`config.mk`:
```
export PLATFORM = sky130hd
export DESIGN_NAME = dst_slave
export DESIGN_NICKNAME = d
export VERILOG_FILES = /design/src/shared/dst_pkg.sv /design/src/hw/dst_buf.sv /design/src/hw/dst_slave.sv
export VERILOG_INCLUDE_DIRS = /design/src /design/src/shared
export SDC_FILE = /design/constraint.sdc
export NUM_CORES = 1
export LEC_CHECK = 0
export ABC_AREA = 1
export BUFFER_PORTS_ARGS = -buffer_cell sky130_fd_sc_hd__buf_4
export CAP_MARGIN = 30
export CORE_UTILIZATION = 59
export DETAILED_ROUTE_END_ITERATION = 10
export PLACE_DENSITY = 0.78
export SLEW_MARGIN = 20
export SYNTH_ARGS = -nofsm -noshare
export SYNTH_HDL_FRONTEND = slang
export SYNTH_SLANG_ARGS = --single-unit
export TNS_END_PERCENT = 10
```
`constraint.sdc`:
```
create_clock -name ref_clk -period 10.2 [get_ports ref_clk]
set_input_delay 3.06 -clock ref_clk [delete_from_list [all_inputs] [get_ports ref_clk]]
set_output_delay 3.06 -clock ref_clk [all_outputs]
set_load 0.01 [all_outputs]
```
`src/shared/dst_map.svh`:
```
`ifndef DST_MAP_SVH
`define DST_MAP_SVH
// character framing
`define DST_CHAR_LAST   4'hA
`define DST_STX         8'h02
// telegram lengths and positions
`define DST_LGE_PCD     8'h06
`define DST_LGE_PAR     8'h0E
`define DST_LGE_TXT     8'h0A
`define DST_LGE_MAX     8'h1E
`define DST_PCD_SPAN    8'h03
`define DST_POS_LGE     5'h01
`define DST_POS_ADR     5'h02
`define DST_POS_PKE_H   6'h03
`define DST_POS_PKE_L   6'h04
`define DST_POS_IND_H   6'h05
`define DST_POS_IND_L   6'h06
`define DST_POS_PWE     6'h07
`define DST_POS_PWE_END 6'h0A
`define DST_POS_TXT     5'h07
`define DST_TXT_MAX     5'h14
// command codes toward the device
`define DST_CMD_NONE    4'h0
`define DST_CMD_READ    4'h1
`define DST_CMD_WR_W    4'h2
`define DST_CMD_WR_D    4'h3
`define DST_CMD_WR_DE   4'hD
`define DST_CMD_WR_WE   4'hE
`define DST_CMD_TEXT    4'hF
// response codes toward the master
`define DST_RSP_NONE    4'h0
`define DST_RSP_WORD    4'h1
`define DST_RSP_DWORD   4'h2
`define DST_RSP_FAIL    4'h7
`define DST_RSP_TEXT    4'hF
// fault reports in the low value word
`define DST_FLT_NO_PARAM 8'h00
`define DST_FLT_NO_WRITE 8'h01
`define DST_FLT_LIMIT    8'h02
`define DST_FLT_SUBIDX   8'h03
`define DST_FLT_NOT_ARR  8'h04
`define DST_FLT_TYPE     8'h05
`define DST_FLT_MODE     8'h0B
`define DST_FLT_NO_BUS   8'h52
`define DST_FLT_FACTORY  8'h53
// subscript high byte for text access
`define DST_TXT_RD      8'h04
`define DST_TXT_WR      8'h05
// data type codes
`define DST_DT_I16      8'h03
`define DST_DT_I32      8'h04
`define DST_DT_U8       8'h05
`define DST_DT_U16      8'h06
`define DST_DT_U32      8'h07
`define DST_DT_TEXT     8'h09
`define DST_DT_BYTES    8'h0A
`define DST_DT_TDIFF    8'h0D
`define DST_DT_BITS     8'h23
`endif

```
`src/shared/dst_pkg.sv`:
```
package dst_pkg;
   typedef enum logic [2:0] {
      ST_RX    = 3'b000,
      ST_EXEC  = 3'b001,
      ST_COPY  = 3'b010,
      ST_BUILD = 3'b011,
      ST_TX    = 3'b100
   } dst_state_t;

   typedef struct packed {
      logic        rx_m;
      logic        rx_s;
      logic        rx_on;
      logic [15:0] rx_cnt;
      logic [3:0]  rx_bit;
      logic [8:0]  rx_sh;
      logic        tx_on;
      logic [15:0] tx_cnt;
      logic [3:0]  tx_bit;
      logic [10:0] tx_sh;
      logic        txd;
      logic        tx_oe;
      dst_state_t  st;
      logic [4:0]  idx;
      logic [7:0]  length_byte;
      logic [7:0]  xacc;
      logic        bad;
      logic [7:0]  adr;
      logic [15:0] param_id_word;
      logic [15:0] subscript_word;
      logic [31:0] param_value_block;
      logic [31:0] process_block;
      logic [3:0]  rsp;
      logic [31:0] rpwe;
      logic [7:0]  rlge;
      logic [4:0]  tn;
      logic [4:0]  cp;
      logic [4:0]  cpp;
      logic        pend;
      logic [5:0]  bidx;
      logic        preq;
      logic [15:0] ctrl;
      logic [15:0] refv;
      logic        pcd_stb;
      logic [4:0]  taddr;
      logic [7:0]  twdata;
      logic        twe;
      logic        tg_ok;
      logic        tg_drop;
   } dst_regs_t;
endpackage : dst_pkg

```
`src/hw/dst_buf.sv`:
```
`timescale 1ns/1ps
`default_nettype none
module dst_buf (
   input  wire logic       ref_clk,
   input  wire logic       we,
   input  wire logic [4:0] addr,
   input  wire logic [7:0] wdata,
   output logic      [7:0] rdata
);
   logic [7:0] mem [0:31];

   // one port, read data registered
   always_ff @(posedge ref_clk) begin
      if (we) begin
         mem[addr] <= wdata;
      end
      rdata <= mem[addr];
   end
endmodule : dst_buf
`default_nettype wire

```
`src/hw/dst_slave.sv`:
```
// Summary of operation
// - start, eight data, parity, stop bits
// - parity makes ones count even
// - start char, length, address, data, check
// - length is data count plus two
// - text telegram length ten plus text
// - short address format, bit5 broadcast
// - long address format, zero broadcast
// - address byte echoed unchanged
// - check byte is running XOR
// - same layouts both directions
// - process block four bytes
// - parameter block twelve bytes with process
// - id bits 15..12 carry command/response
// - id bits 11..0 carry parameter number
// - decode listed command codes
// - return listed response codes
// - fault code in low value word
// - only subscript low byte indexes arrays
// - value block two words
// - text command F, subscript 4 read, 5 write
// - text read reply reports actual length, capped at 20
// - data type codes interpreted
// - values travel as integers only
// - transmit only after being addressed
// - even parity, one stop, settable rate
`timescale 1ns/1ps
`default_nettype none
`include "dst_map.svh"
module dst_slave (
   input  wire logic                  ref_clk,
   input  wire logic                  rst_n,
   input  wire logic                  rxd,
   output logic                       txd,
   output logic                       txd_oe,
   input  wire logic [6:0]            node_addr,
   input  wire logic [15:0]           baud_div,
   output logic                       param_req,
   output logic [3:0]                 param_command_code,
   output logic [11:0]                param_number_field,
   output logic [7:0]                 param_sub,
   output logic [31:0]                param_wdata,
   input  wire logic                  param_ack,
   input  wire logic                  param_ok,
   input  wire logic [7:0]            param_fault,
   input  wire logic [31:0]           param_rdata,
   input  wire logic [7:0]            param_dtype,
   input  wire logic [4:0]            text_len,
   input  wire logic [7:0]            text_rdata,
   output logic [4:0]                 text_addr,
   output logic [7:0]                 text_wdata,
   output logic                       text_we,
   output logic [15:0]                ctrl_word,
   output logic [15:0]                ref_value,
   output logic                       pcd_stb,
   input  wire logic [15:0]           status_word,
   input  wire logic [15:0]           out_freq,
   output logic                       tg_ok,
   output logic                       tg_drop
);
   import dst_pkg::*;

   dst_regs_t  q;
   dst_regs_t  n;
   logic       b_we;
   logic [4:0] b_addr;
   logic [7:0] b_wd;
   logic [7:0] b_rd;

   ////////////////////////////////////////////////////////////////////////////
   // helpers
   function automatic logic [7:0] byte_of(input logic [31:0] w, input logic [1:0] s);
      byte_of = w[31 - 8 * s -: 8];   // high byte travels first
   endfunction : byte_of

   function automatic logic par_of(input logic [7:0] b);
      par_of = ^b;
   endfunction : par_of

   function automatic logic is_bcast(input logic [7:0] a);
      is_bcast = a[7] ? (a[6:0] == 7'h00) : a[5];
   endfunction : is_bcast

   function automatic logic is_me(input logic [7:0] a, input logic [6:0] node);
      if (a[7]) begin
         is_me = (a[6:0] == node) && (node != 7'h00);
      end else begin
         is_me = !a[5] && (a[4:0] == node[4:0]) && (node[6:5] == 2'b00) && (node != 7'h00);
      end
   endfunction : is_me

   function automatic logic is_wide(input logic [7:0] dt);
      is_wide = (dt == `DST_DT_I32) || (dt == `DST_DT_U32) || (dt == `DST_DT_TDIFF)
                || (dt == `DST_DT_BITS);
   endfunction : is_wide

   ////////////////////////////////////////////////////////////////////////////
   dst_buf u_buf (
      .ref_clk (ref_clk),
      .we      (b_we),
      .addr    (b_addr),
      .wdata   (b_wd),
      .rdata   (b_rd)
   );

   ////////////////////////////////////////////////////////////////////////////
   // all next-state logic
   always_comb begin
      logic       rx_done;
      logic [7:0] rx_b;
      logic       rx_err;
      logic [7:0] rbyte;
      logic [5:0] off;
      logic [7:0] pos;
      rx_done = 1'b0;
      rx_b    = q.rx_sh[7:0];
      rx_err  = 1'b0;
      rbyte   = 8'h00;
      off     = 6'h00;
      pos     = {3'b000, q.idx};
      n       = q;
      b_we    = 1'b0;
      b_addr  = 5'h00;
      b_wd    = 8'h00;
      n.preq    = 1'b0;
      n.pcd_stb = 1'b0;
      n.twe     = 1'b0;
      n.tg_ok   = 1'b0;
      n.tg_drop = 1'b0;

      // pin synchroniser, only rx_s is looked at
      n.rx_m = rxd;
      n.rx_s = q.rx_m;

      if (!q.rx_on) begin
         if (!q.rx_s) begin
            n.rx_on  = 1'b1;
            n.rx_cnt = {1'b0, baud_div[15:1]};
            n.rx_bit = 4'h0;
         end
      end else if (q.rx_cnt != 16'h0000) begin
         n.rx_cnt = q.rx_cnt - 16'h0001;
      end else begin
         n.rx_cnt = baud_div - 16'h0001;
         n.rx_bit = q.rx_bit + 4'h1;
         if (q.rx_bit == 4'h0) begin
            n.rx_on = !q.rx_s;          // glitch, not a start bit
         end else if (q.rx_bit == `DST_CHAR_LAST) begin
            // stop bit closes eleven bit times
            n.rx_on = 1'b0;
            rx_done = 1'b1;
            // even parity over data and parity
            rx_err  = par_of(q.rx_sh[7:0]) ^ q.rx_sh[8] | !q.rx_s;
         end else begin
            n.rx_sh = {q.rx_s, q.rx_sh[8:1]};
         end
      end

      // transmitter, a bit shifted out per bit time
      if (q.tx_on) begin
         if (q.tx_cnt != 16'h0000) begin
            n.tx_cnt = q.tx_cnt - 16'h0001;
         end else begin
            n.tx_cnt = baud_div - 16'h0001;
            n.tx_bit = q.tx_bit + 4'h1;
            if (q.tx_bit == `DST_CHAR_LAST) begin
               n.tx_on = 1'b0;
            end else begin
               n.tx_sh = {1'b1, q.tx_sh[10:1]};
               n.txd   = q.tx_sh[1];
            end
         end
      end

      case (q.st)
         ST_RX: begin
            if (rx_done) begin
               // telegram must open with start char
               if (q.idx == 5'h00) begin
                  if (rx_b == `DST_STX && !rx_err) begin
                     n.idx  = 5'h01;
                     n.xacc = 8'h00 ^ rx_b;
                     n.bad  = 1'b0;
                     n.process_block  = 32'h0000_0000;
                  end
               end else begin
                  b_we   = 1'b1;
                  b_addr = q.idx;
                  b_wd   = rx_b;
                  n.xacc = q.xacc ^ rx_b;
                  n.bad  = q.bad | rx_err;
                  n.idx  = q.idx + 5'h01;
                  // length must fit, data plus two
                  if (q.idx == `DST_POS_LGE) begin
                     n.length_byte = rx_b;
                     if (rx_b < `DST_LGE_PCD || rx_b > `DST_LGE_MAX) begin
                        n.idx = 5'h00;
                     end
                  end
                  if (q.idx == `DST_POS_ADR) begin
                     n.adr = rx_b;
                  end
                  // parameter fields ahead of process block
                  if (q.length_byte != `DST_LGE_PCD) begin
                     if (pos[5:0] == `DST_POS_PKE_H || pos[5:0] == `DST_POS_PKE_L) begin
                        n.param_id_word = {q.param_id_word[7:0], rx_b};
                     end
                     if (pos[5:0] == `DST_POS_IND_H || pos[5:0] == `DST_POS_IND_L) begin
                        n.subscript_word = {q.subscript_word[7:0], rx_b};
                     end
                  end
                  if (q.length_byte == `DST_LGE_PAR && pos[5:0] >= `DST_POS_PWE
                      && pos[5:0] <= `DST_POS_PWE_END) begin
                     n.param_value_block = {q.param_value_block[23:0], rx_b};
                  end
                  // process block is last four data bytes
                  if (pos >= q.length_byte - `DST_PCD_SPAN && pos <= q.length_byte) begin
                     n.process_block = {q.process_block[23:0], rx_b};
                  end
                  // the length of a past telegram must not end this one early
                  if (q.idx > `DST_POS_ADR && pos == q.length_byte + 8'h01) begin
                     n.idx = 5'h00;
                     if (q.bad || rx_err || (q.xacc ^ rx_b) != 8'h00) begin
                        n.tg_drop = 1'b1;
                     end else if (is_bcast(q.adr)) begin
                        // broadcast, short format via bit 5 or long format address zero
                        n.ctrl    = q.process_block[31:16];
                        n.refv    = q.process_block[15:0];
                        n.pcd_stb = 1'b1;
                        n.tg_ok   = 1'b1;
                     end else if (is_me(q.adr, node_addr)) begin
                        n.ctrl    = q.process_block[31:16];
                        n.refv    = q.process_block[15:0];
                        n.pcd_stb = 1'b1;
                        n.tg_ok   = 1'b1;
                        n.pend    = 1'b0;
                        n.st      = ST_EXEC;
                     end else begin
                        n.tg_drop = 1'b1;
                     end
                  end
               end
            end
         end

         ST_EXEC: begin
            n.rlge = q.length_byte;
            n.tn   = 5'h00;
            n.cp   = 5'h00;
            n.bidx = 6'h00;
            if (!q.pend) begin
               n.rpwe = 32'h0000_0000;
               if (q.length_byte == `DST_LGE_PCD || q.param_id_word[15:12] == `DST_CMD_NONE) begin
                  n.rsp = `DST_RSP_NONE;
                  n.st  = ST_BUILD;
               end else begin
                  case (q.param_id_word[15:12])
                     `DST_CMD_READ, `DST_CMD_WR_W, `DST_CMD_WR_D,
                     `DST_CMD_WR_DE, `DST_CMD_WR_WE: begin
                        n.preq = 1'b1;
                        n.pend = 1'b1;
                     end
                     `DST_CMD_TEXT: begin
                        if (q.subscript_word[15:8] == `DST_TXT_RD || q.subscript_word[15:8] == `DST_TXT_WR) begin
                           n.preq = 1'b1;
                           n.pend = 1'b1;
                        end else begin
                           n.rsp  = `DST_RSP_FAIL;
                           n.rpwe = {24'h000000, `DST_FLT_SUBIDX};
                           n.st   = ST_BUILD;
                        end
                     end
                     default: begin
                        n.rsp  = `DST_RSP_FAIL;
                        n.rpwe = {24'h000000, `DST_FLT_NO_PARAM};
                        n.st   = ST_BUILD;
                     end
                  endcase
               end
            end else if (param_ack) begin
               n.pend = 1'b0;
               n.st   = ST_BUILD;
               if (!param_ok) begin
                  // fault report in low value word
                  n.rsp  = `DST_RSP_FAIL;
                  n.rpwe = {24'h000000, param_fault};
               end else begin
                  case (q.param_id_word[15:12])
                     `DST_CMD_READ: begin
                        // width and sign from data type
                        if (is_wide(param_dtype)) begin
                           n.rsp  = `DST_RSP_DWORD;
                           n.rpwe = param_rdata;
                        end else begin
                           n.rsp  = `DST_RSP_WORD;
                           n.rpwe = {{16{param_rdata[15] && param_dtype == `DST_DT_I16}},
                                     param_rdata[15:0]};
                        end
                     end
                     `DST_CMD_WR_W, `DST_CMD_WR_WE: begin
                        n.rsp  = `DST_RSP_WORD;
                        n.rpwe = q.param_value_block;
                     end
                     `DST_CMD_WR_D, `DST_CMD_WR_DE: begin
                        n.rsp  = `DST_RSP_DWORD;
                        n.rpwe = q.param_value_block;
                     end
                     default: begin
                        // text read reply carries real length, at most 20 bytes
                        n.rsp = `DST_RSP_TEXT;
                        n.st  = ST_COPY;
                        if (q.subscript_word[15:8] == `DST_TXT_RD) begin
                           n.tn   = (text_len > `DST_TXT_MAX) ? `DST_TXT_MAX : text_len;
                           n.rlge = `DST_LGE_TXT
                                    + {3'b000, (text_len > `DST_TXT_MAX) ? `DST_TXT_MAX
                                                                         : text_len};
                        end else begin
                           // text length is telegram length minus ten
                           n.tn   = (q.length_byte >= `DST_LGE_TXT) ? 5'(q.length_byte - `DST_LGE_TXT) : 5'h00;
                           n.rlge = `DST_LGE_TXT;
                        end
                     end
                  endcase
               end
            end
         end

         ST_COPY: begin
            // one byte issued per cycle, handled the next
            n.pend = 1'b0;
            if (q.cp != q.tn) begin
               n.cp   = q.cp + 5'h01;
               n.cpp  = q.cp;
               n.pend = 1'b1;
               if (q.subscript_word[15:8] == `DST_TXT_RD) begin
                  n.taddr = q.cp;
               end else begin
                  b_addr = `DST_POS_TXT + q.cp;
               end
            end
            if (q.pend) begin
               if (q.subscript_word[15:8] == `DST_TXT_RD) begin
                  b_we   = 1'b1;
                  b_addr = `DST_POS_TXT + q.taddr;
                  b_wd   = text_rdata;
               end else begin
                  n.twe    = 1'b1;
                  n.twdata = b_rd;
                  n.taddr  = q.cpp;
               end
            end
            if (q.cp == q.tn && !q.pend) begin
               n.st   = ST_BUILD;
               n.bidx = 6'h00;
            end
         end

         ST_BUILD: begin
            b_addr = q.bidx[4:0];
            case (q.bidx)
               6'h00: rbyte = `DST_STX;
               6'h01: rbyte = q.rlge;
               6'h02: rbyte = q.adr;
               default: begin
                  if ({2'b00, q.bidx} >= q.rlge - `DST_PCD_SPAN) begin
                     off   = 6'({2'b00, q.bidx} - (q.rlge - `DST_PCD_SPAN));
                     rbyte = byte_of({status_word, out_freq}, off[1:0]);
                  end else if (q.bidx == `DST_POS_PKE_H) begin
                     rbyte = {q.rsp, q.param_id_word[11:8]};
                  end else if (q.bidx == `DST_POS_PKE_L) begin
                     rbyte = q.param_id_word[7:0];
                  end else if (q.bidx == `DST_POS_IND_H) begin
                     rbyte = q.subscript_word[15:8];
                  end else if (q.bidx == `DST_POS_IND_L) begin
                     rbyte = q.subscript_word[7:0];
                  end else begin
                     off   = q.bidx - `DST_POS_PWE;
                     rbyte = byte_of(q.rpwe, off[1:0]);
                  end
               end
            endcase
            // text bytes already sit in the buffer
            b_we = !(q.rsp == `DST_RSP_TEXT && q.subscript_word[15:8] == `DST_TXT_RD
                     && q.bidx >= {1'b0, `DST_POS_TXT}
                     && q.bidx < {1'b0, `DST_POS_TXT} + {1'b0, q.tn});
            b_wd = rbyte;
            n.bidx = q.bidx + 6'h01;
            if ({2'b00, q.bidx} == q.rlge) begin
               // bus driven only to answer this node
               n.st    = ST_TX;
               n.bidx  = 6'h00;
               n.xacc  = 8'h00;
               n.pend  = 1'b0;
            end
         end

         ST_TX: begin
            b_addr = q.bidx[4:0];
            n.pend = 1'b0;
            if (q.pend) begin
               n.tx_on  = 1'b1;
               n.tx_cnt = baud_div - 16'h0001;
               n.tx_bit = 4'h0;
               n.tx_sh  = {1'b1, par_of(b_rd), b_rd, 1'b0};
               n.tx_oe  = 1'b1;      // driver on with the first start bit
               n.txd    = 1'b0;
               n.xacc   = q.xacc ^ b_rd;
               n.bidx   = q.bidx + 6'h01;
            end else if (!q.tx_on) begin
               if ({2'b00, q.bidx} <= q.rlge) begin
                  n.pend = 1'b1;
               end else if ({2'b00, q.bidx} == q.rlge + 8'h01) begin
                  n.tx_on  = 1'b1;
                  n.tx_cnt = baud_div - 16'h0001;
                  n.tx_bit = 4'h0;
                  n.tx_sh  = {1'b1, par_of(q.xacc), q.xacc, 1'b0};
                  n.txd    = 1'b0;
                  n.bidx   = q.bidx + 6'h01;
               end else begin
                  n.tx_oe = 1'b0;
                  n.st    = ST_RX;
               end
            end
         end

         default: begin
            n.st = ST_RX;
         end
      endcase
   end

   ////////////////////////////////////////////////////////////////////////////
   // state register, line idles high
   always_ff @(posedge ref_clk or negedge rst_n) begin
      if (!rst_n) begin
         q      <= '0;
         q.rx_m <= 1'b1;
         q.rx_s <= 1'b1;
         q.txd  <= 1'b1;
      end else begin
         q <= n;
      end
   end

   ////////////////////////////////////////////////////////////////////////////
   // outputs straight from registers
   assign txd                = q.txd;
   assign txd_oe             = q.tx_oe;
   assign param_req          = q.preq;
   assign param_command_code = q.param_id_word[15:12];
   assign param_number_field = q.param_id_word[11:0];
   assign param_sub          = q.subscript_word[7:0];
   assign param_wdata        = q.param_value_block;
   assign text_addr          = q.taddr;
   assign text_wdata         = q.twdata;
   assign text_we            = q.twe;
   assign ctrl_word          = q.ctrl;
   assign ref_value          = q.refv;
   assign pcd_stb            = q.pcd_stb;
   assign tg_ok              = q.tg_ok;
   assign tg_drop            = q.tg_drop;
endmodule : dst_slave
`default_nettype wire

```
Word-level counts from Yosys, hierarchy flattened
Memory sizes are Yosys's and may differ from the RTL's. A register that Yosys moved wholly into a read port is not among the register bits.
Index checks and enable logic that the tools add are counted.
{"block": "totals", "out_inout_bits": 108, "mem_count": 1, "ram_bits": 256, "ff_bits": 311}
{"block": "classes", "n_eq_ne": 74, "n_addsub": 21, "bitwise": 11, "n_mux": 161, "order_cmp": 13, "reduce_logical": 74, "shifts": 2}
{"memory": "u_buf.mem", "depth": 32, "word_bits": 8, "read_ports": 1, "rd_clocked_by_memory_dff": 1, "write_ports": 1, "line": "dst_buf.sv:10", "rtl": "logic [7:0] mem [0:31];"}
{"cell": "32-bit 2-to-1 mux", "count": 6}
{"cell": "33-bit 2-to-1 mux", "count": 4}
{"cell": "129-bit 2-to-1 mux", "count": 1}
{"cell": "8-bit 2-to-1 mux", "count": 14}
{"cell": "36-bit 2-to-1 mux", "count": 3}
{"cell": "34-bit 2-to-1 mux", "count": 3}
{"cell": "16-bit 2-to-1 mux", "count": 5}
{"cell": "39-bit by 33-bit indexed part select with 8-bit output", "count": 2}
{"cell": "37-bit 2-to-1 mux", "count": 2}
{"cell": "72-bit 2-to-1 mux", "count": 1}
{"cell": "36-bit one-hot mux with 2 select lines", "count": 1}
{"cell": "8-bit one-hot mux with 3 select lines", "count": 3}
{"cell": "13-bit 2-to-1 mux", "count": 5}
{"cell": "5-bit 2-to-1 mux", "count": 13}
{"cell": "32-bit one-hot mux with 2 select lines", "count": 1}
{"cell": "1-bit 2-to-1 mux", "count": 55}
{"cell": "49-bit 2-to-1 mux", "count": 1}
{"cell": "16-bit by 1-bit subtractor with 16-bit output (second input constant)", "count": 3}
{"cell": "21-bit 2-to-1 mux", "count": 2}
{"cell": "8-bit by 3-bit equality test with 1-bit output (second input constant)", "count": 5}
{"cell": "2-bit inequality test (second input constant)", "count": 20}
{"cell": "9-bit 2-to-1 mux", "count": 4}
{"cell": "3-bit 2-to-1 mux", "count": 11}
{"cell": "16-bit nonzero test", "count": 2}
{"cell": "other kinds (98)", "count": 189}

Longest topological paths before layout
{"block": "depth", "word_depth": 21, "depth_mapped": 20}

Hierarchy
Synthesis repeated with hierarchy kept, for this count alone.
{"block": "hier_totals", "hier_cells": 3871, "hier_area_um2": 31422.6}
{"mod": "dst_slave", "instances": 1, "cells_per_inst": 2808, "area_per_inst_um2": 20434.6, "seq_area_each_um2": 7736.2}
{"mod": "dst_buf", "instances": 1, "cells_per_inst": 1063, "area_per_inst_um2": 10988.0, "seq_area_each_um2": 7847.5}

Worst setup path after synthesis
No wires, ideal clock.
{"block": "synth_path", "kind": "in2reg", "from": "input port param_dtype[5]", "to": "register q[106] (netlist name)", "path_buffers": 2, "arrival_time_ns": 4.469, "setup_ns": 0.083, "stages": 10, "slack_ns": 5.648, "path_cell_list": "nor4_1 o2111ai_1 and2_1 clkbuf_1 nand2_1 clkbuf_1 o21ai_0 nand2_1 o2111ai_1 o21ai_0"}
{"block": "synth_via", "elab_chain_cells": 9, "word_cells_on_any_way": 14, "cone_classes": "5 x eq/ne; 5 x mux; 4 x reduce/logical"}
{"item": "start, declared", "line": "dst_slave.sv:47", "rtl": "input wire logic [7:0] param_dtype,"}
{"item": "8-bit by 3-bit equality test with 1-bit output (no line)"}
{"item": "1-bit logical OR (3 in series)", "line": "dst_slave.sv:93", "rtl": "is_wide = (dt == `DST_DT_I32) || (dt == `DST_DT_U32) || (dt == `DST_DT_TDIFF)"}
{"item": "34-bit 2-to-1 mux (*)", "line": "dst_slave.sv:291", "rtl": "if (is_wide(param_dtype)) begin"}
{"item": "32-bit one-hot mux with 2 select lines (*)", "line": "dst_slave.sv:288", "rtl": "case (q.param_id_word[15:12])"}
{"item": "36-bit 2-to-1 mux (*)", "line": "dst_slave.sv:283", "rtl": "if (!param_ok) begin"}
{"item": "49-bit 2-to-1 mux (*)", "line": "dst_slave.sv:280", "rtl": "end else if (param_ack) begin"}
{"item": "36-bit 2-to-1 mux (*)", "line": "dst_slave.sv:251", "rtl": "if (!q.pend) begin"}
{"item": "end signal, assigned", "line": "dst_slave.sv:441", "rtl": "q <= n;"}
{"item": "end, declared", "line": "dst_slave.sv:63", "rtl": "dst_regs_t q;"}
Every way passes the cells marked *; elsewhere a longest branch is shown, timed or not. The select of a mux whose other input is x is not followed.
A chain may end at the register's enable or synchronous reset.

Final worst setup path
{"block": "layout_path", "from": "register q[237] (netlist name)", "to": "memory u_buf.mem[24][2], enable pin"}
{"block": "layout_via", "elab_chain_cells": 6, "word_cells_on_any_way": 9, "cone_classes": "8 x mux; 1 x reduce/logical"}
{"item": "5-bit logical NOT", "line": "dst_slave.sv:179", "rtl": "if (q.idx == 5'h00) begin"}
{"item": "1-bit 2-to-1 mux", "line": "dst_slave.sv:179"}
{"item": "1-bit 2-to-1 mux", "line": "dst_slave.sv:177", "rtl": "if (rx_done) begin"}
{"item": "1-bit one-hot mux with 3 select lines", "line": "dst_slave.sv:175", "rtl": "case (q.st)"}
{"item": "1-bit 2-to-1 mux", "line": "dst_buf.sv:14", "rtl": "if (we) begin"}
{"item": "1-bit 2-to-1 mux (implied by the code)", "line": "dst_buf.sv:15", "rtl": "mem[addr] <= wdata;"}
{"item": "end, declared", "line": "dst_buf.sv:10"}
Parallel ways exist; a longest one is shown, timed or not.

==> results.tsv <==
metric	value	unit
Worst R2R Start	q[237]$_DFFE_PN0P_	
Worst-Skew Late Latency	0.65	ns
CTS tree	done	
Internal Power	3830	uW
Register-to-Register Path Depth	11	
logic gate share of total power	0.036	
Critical Path Sink Type	flip-flop	
Max H-tree Level	2	
Reg power frac	0.500	
leakage power	0.0157	uW
global-route wire length before repair	134	mm
final setup violation count	0	
total clock buffers created by CTS	59	
worst hold start	n[309]$_DFF_PN1_	
DRC errors left	0	
FF-to-FF setup slack	5.17	ns
FP Rows	83	
design area	34700	um2
Post-Route Utilization	0.671	
routed len/inst	18.8	um
antenna viol nets, final	0	
clk sinks	574	
CORE AREA	51700	um2
RSZ-0062 raised after global routing	no	
global route total overflow	0	
Fin Setup TNS	0	ns
Total Routing Usage GR	0.318	
clock root buffer master	clkbuf_16	
Worst EP required	10.46	ns
routability cong.	0.993	
max-slew violations	0	
fraction of registers with async set or reset after synthesis	0.540	
synth warn	0	
post-DP HPWL	58.7	mm
FF-to-FF End	u_buf.mem[24][2]$_DFFE_PP_	
share of cells above drive strength 1	0.110	
Nets	4044	
final clock period utilization by the worst path	0.493	
synth cell count leaders	nand2_1, inv_1, dfrtp_1	
Die ar.	53800	um2
clk slew on worst S/H paths	0.06	ns
Area Overhead vs Synth	11.3	%
#FFs+latches synth	574	
total power	4900	uW
Synth cell types	63	
Synth Flop Type	dfrtp_1	
top post-synthesis cells by area	edfxtp_1, dfrtp_1, nand2_1	
post-CTS resize count	0	
via density per instance	5.75	
PortBufs	228	
critical path arrival	5.30	ns
non-filler cells in the finished layout	4591	
PwrDens	141	nW/um2
status	completed	
Starting Density	0.603	
Hold Path Sink	q[309]$_DFF_PN1_	
Slew HR	0.277	
Worst Setup Start Kind	flip-flop	
Final min period	5.03	ns
CTS Hold Buffers Added	0	
largest net degree at the start of global routing	166	
TritonRoute pass-1 iters	6	
Antenna Diode Count	0	
count leader, synth	nand2_1	
Post-DP Area	32600	um2
Final Hold Vio Count	0	
Die Width	232	um
Mapped Area	31200	um2
Vias	26381	
Worst Setup Path Type	reg2reg	
syn avg cell area	8.23	um2
Max-Cap Viols	0	
CTS max path bufs	3	
post-synth top area share	0.246	
initial antenna violation count	1	
area leader, netlist	edfxtp_1	
switching power	1080	uW
vias in the first global route	24246	
EDFF count, synth	256	
hold crit path type	reg2reg	
Syn Nets	3972	
Chip Height	232	um
IO Count	229	
drt total wl	86.1	mm
hold path depth	0	
peak supply drop	0.152	mV
Post CTS Setup Buffer Count	0	
Post-Syn Instances	3788	
Least-Margin Pin Slew	1.08	ns
sw frac	0.220	
Fmax	199	MHz
Worst Path Max Fanout	69	
dpl cells	4476	
Clk pwr share	0.464	
sequential-to-total area share from yosys stat	0.500	
Iteration-0 DRC Markers	3154	
worst clock skew	0.0315	ns
[cell type report]
type / instances / area [um2]
Clock inverter: 38 / 468
Fill cell: 4155 / 17000
Clock buffer: 74 / 1570
Tap cell: 680 / 851
Multi-Input combinational cell: 2619 / 12800
Timing Repair Buffer: 261 / 2070
Sequential cell: 574 / 15600
Inverter: 345 / 1290
[worst max-delay path by stage]
stage                                 endpoint  cells past startpoint               start
floorplan                   q[106]$_DFFE_PN0P_                     10      param_dtype[5]
global placement    u_buf.mem[22][3]$_DFFE_PP_                      6     status_word[11]
detailed placement   ref_value[15]$_DFFE_PN0P_                     12        node_addr[5]
CTS                 u_buf.mem[24][1]$_DFFE_PP_                     11  q[237]$_DFFE_PN0P_
global route        u_buf.mem[24][1]$_DFFE_PP_                     11  q[237]$_DFFE_PN0P_
finish              u_buf.mem[24][2]$_DFFE_PP_                     11  q[237]$_DFFE_PN0P_
[power by group through the flow]
stage               combinational (uW)  clock (uW)  sequential, uW
floorplan                         87.3           0            2490
global placement                   172           0            2490
detailed placement                 175           0            2490
CTS                                176        2290            2450
global route                       199        2370            2450
finish                             177        2280            2450
[cells by family after synthesis]
family | after synthesis | share of synthesized area
adder cells (fa/ha/maj) | 63 | 0.0255
XOR/XNOR | 109 | 0.0306
buffers and inverters | 595 | 0.0886
AO/OA/AOI/OAI | 535 | 0.100
flip-flops | 574 | 0.500
AND/OR/NAND/NOR | 1894 | 0.248
multiplexers | 18 | 0.00650
[layer usage]
metal | up-vias | GRT usage | routed length (um)
li1 | 12484 | - | -
met1 | 12435 | 0.454 | 36600
met2 | 1292 | 0.500 | 39200
met3 | 168 | 0.0437 | 7530
met4 | 2 | 0.108 | 2780
met5 | - | 0 | 14
[per-stage QoR]
stage                     setup slack (ns)  hold WS [ns]
after global placement                5.03         0.349
final                                 5.17         0.359
after CTS                             5.26         0.360
after detailed placement              4.91         0.347
after global routing                  4.96         0.362
after floorplan                       5.65         0.345
[registers in the layout (all words and copies together), names as in the netlist, 5 cells and up]
name                cells
u_buf.mem             256
u_buf.rdata             8
param_wdata            32
param_sub               8
q                     201
ctrl_word              16
text_addr               5
param_number_field     12
text_wdata              8
ref_value              16
[critical path: stages (launching register included)]
cell     delay, ns
dfrtp_1       0.44
inv_1         0.30
ha_1          0.23
nand2_1       0.09
nor2_4        0.41
nor2_1        0.10
nand4_2       0.42
nand3_4       0.42
inv_2         0.15
buf_4         0.60
nand3_1       0.65
nor2_1        0.82
[cells in the final DEF, fill, tap and decap left out, types with 59 or more instances in the layout]
cell and instances:
nand3_1 167, nand2_1 1325, o21ai_0 276, clkbuf_16 59, nor2_1 259, inv_1 316
ha_1 62, dfrtp_1 307, a21oi_1 77, xor2_1 60, buf_4 251, edfxtp_1 256
No activity file was read; power rests on OpenSTA's default activity.
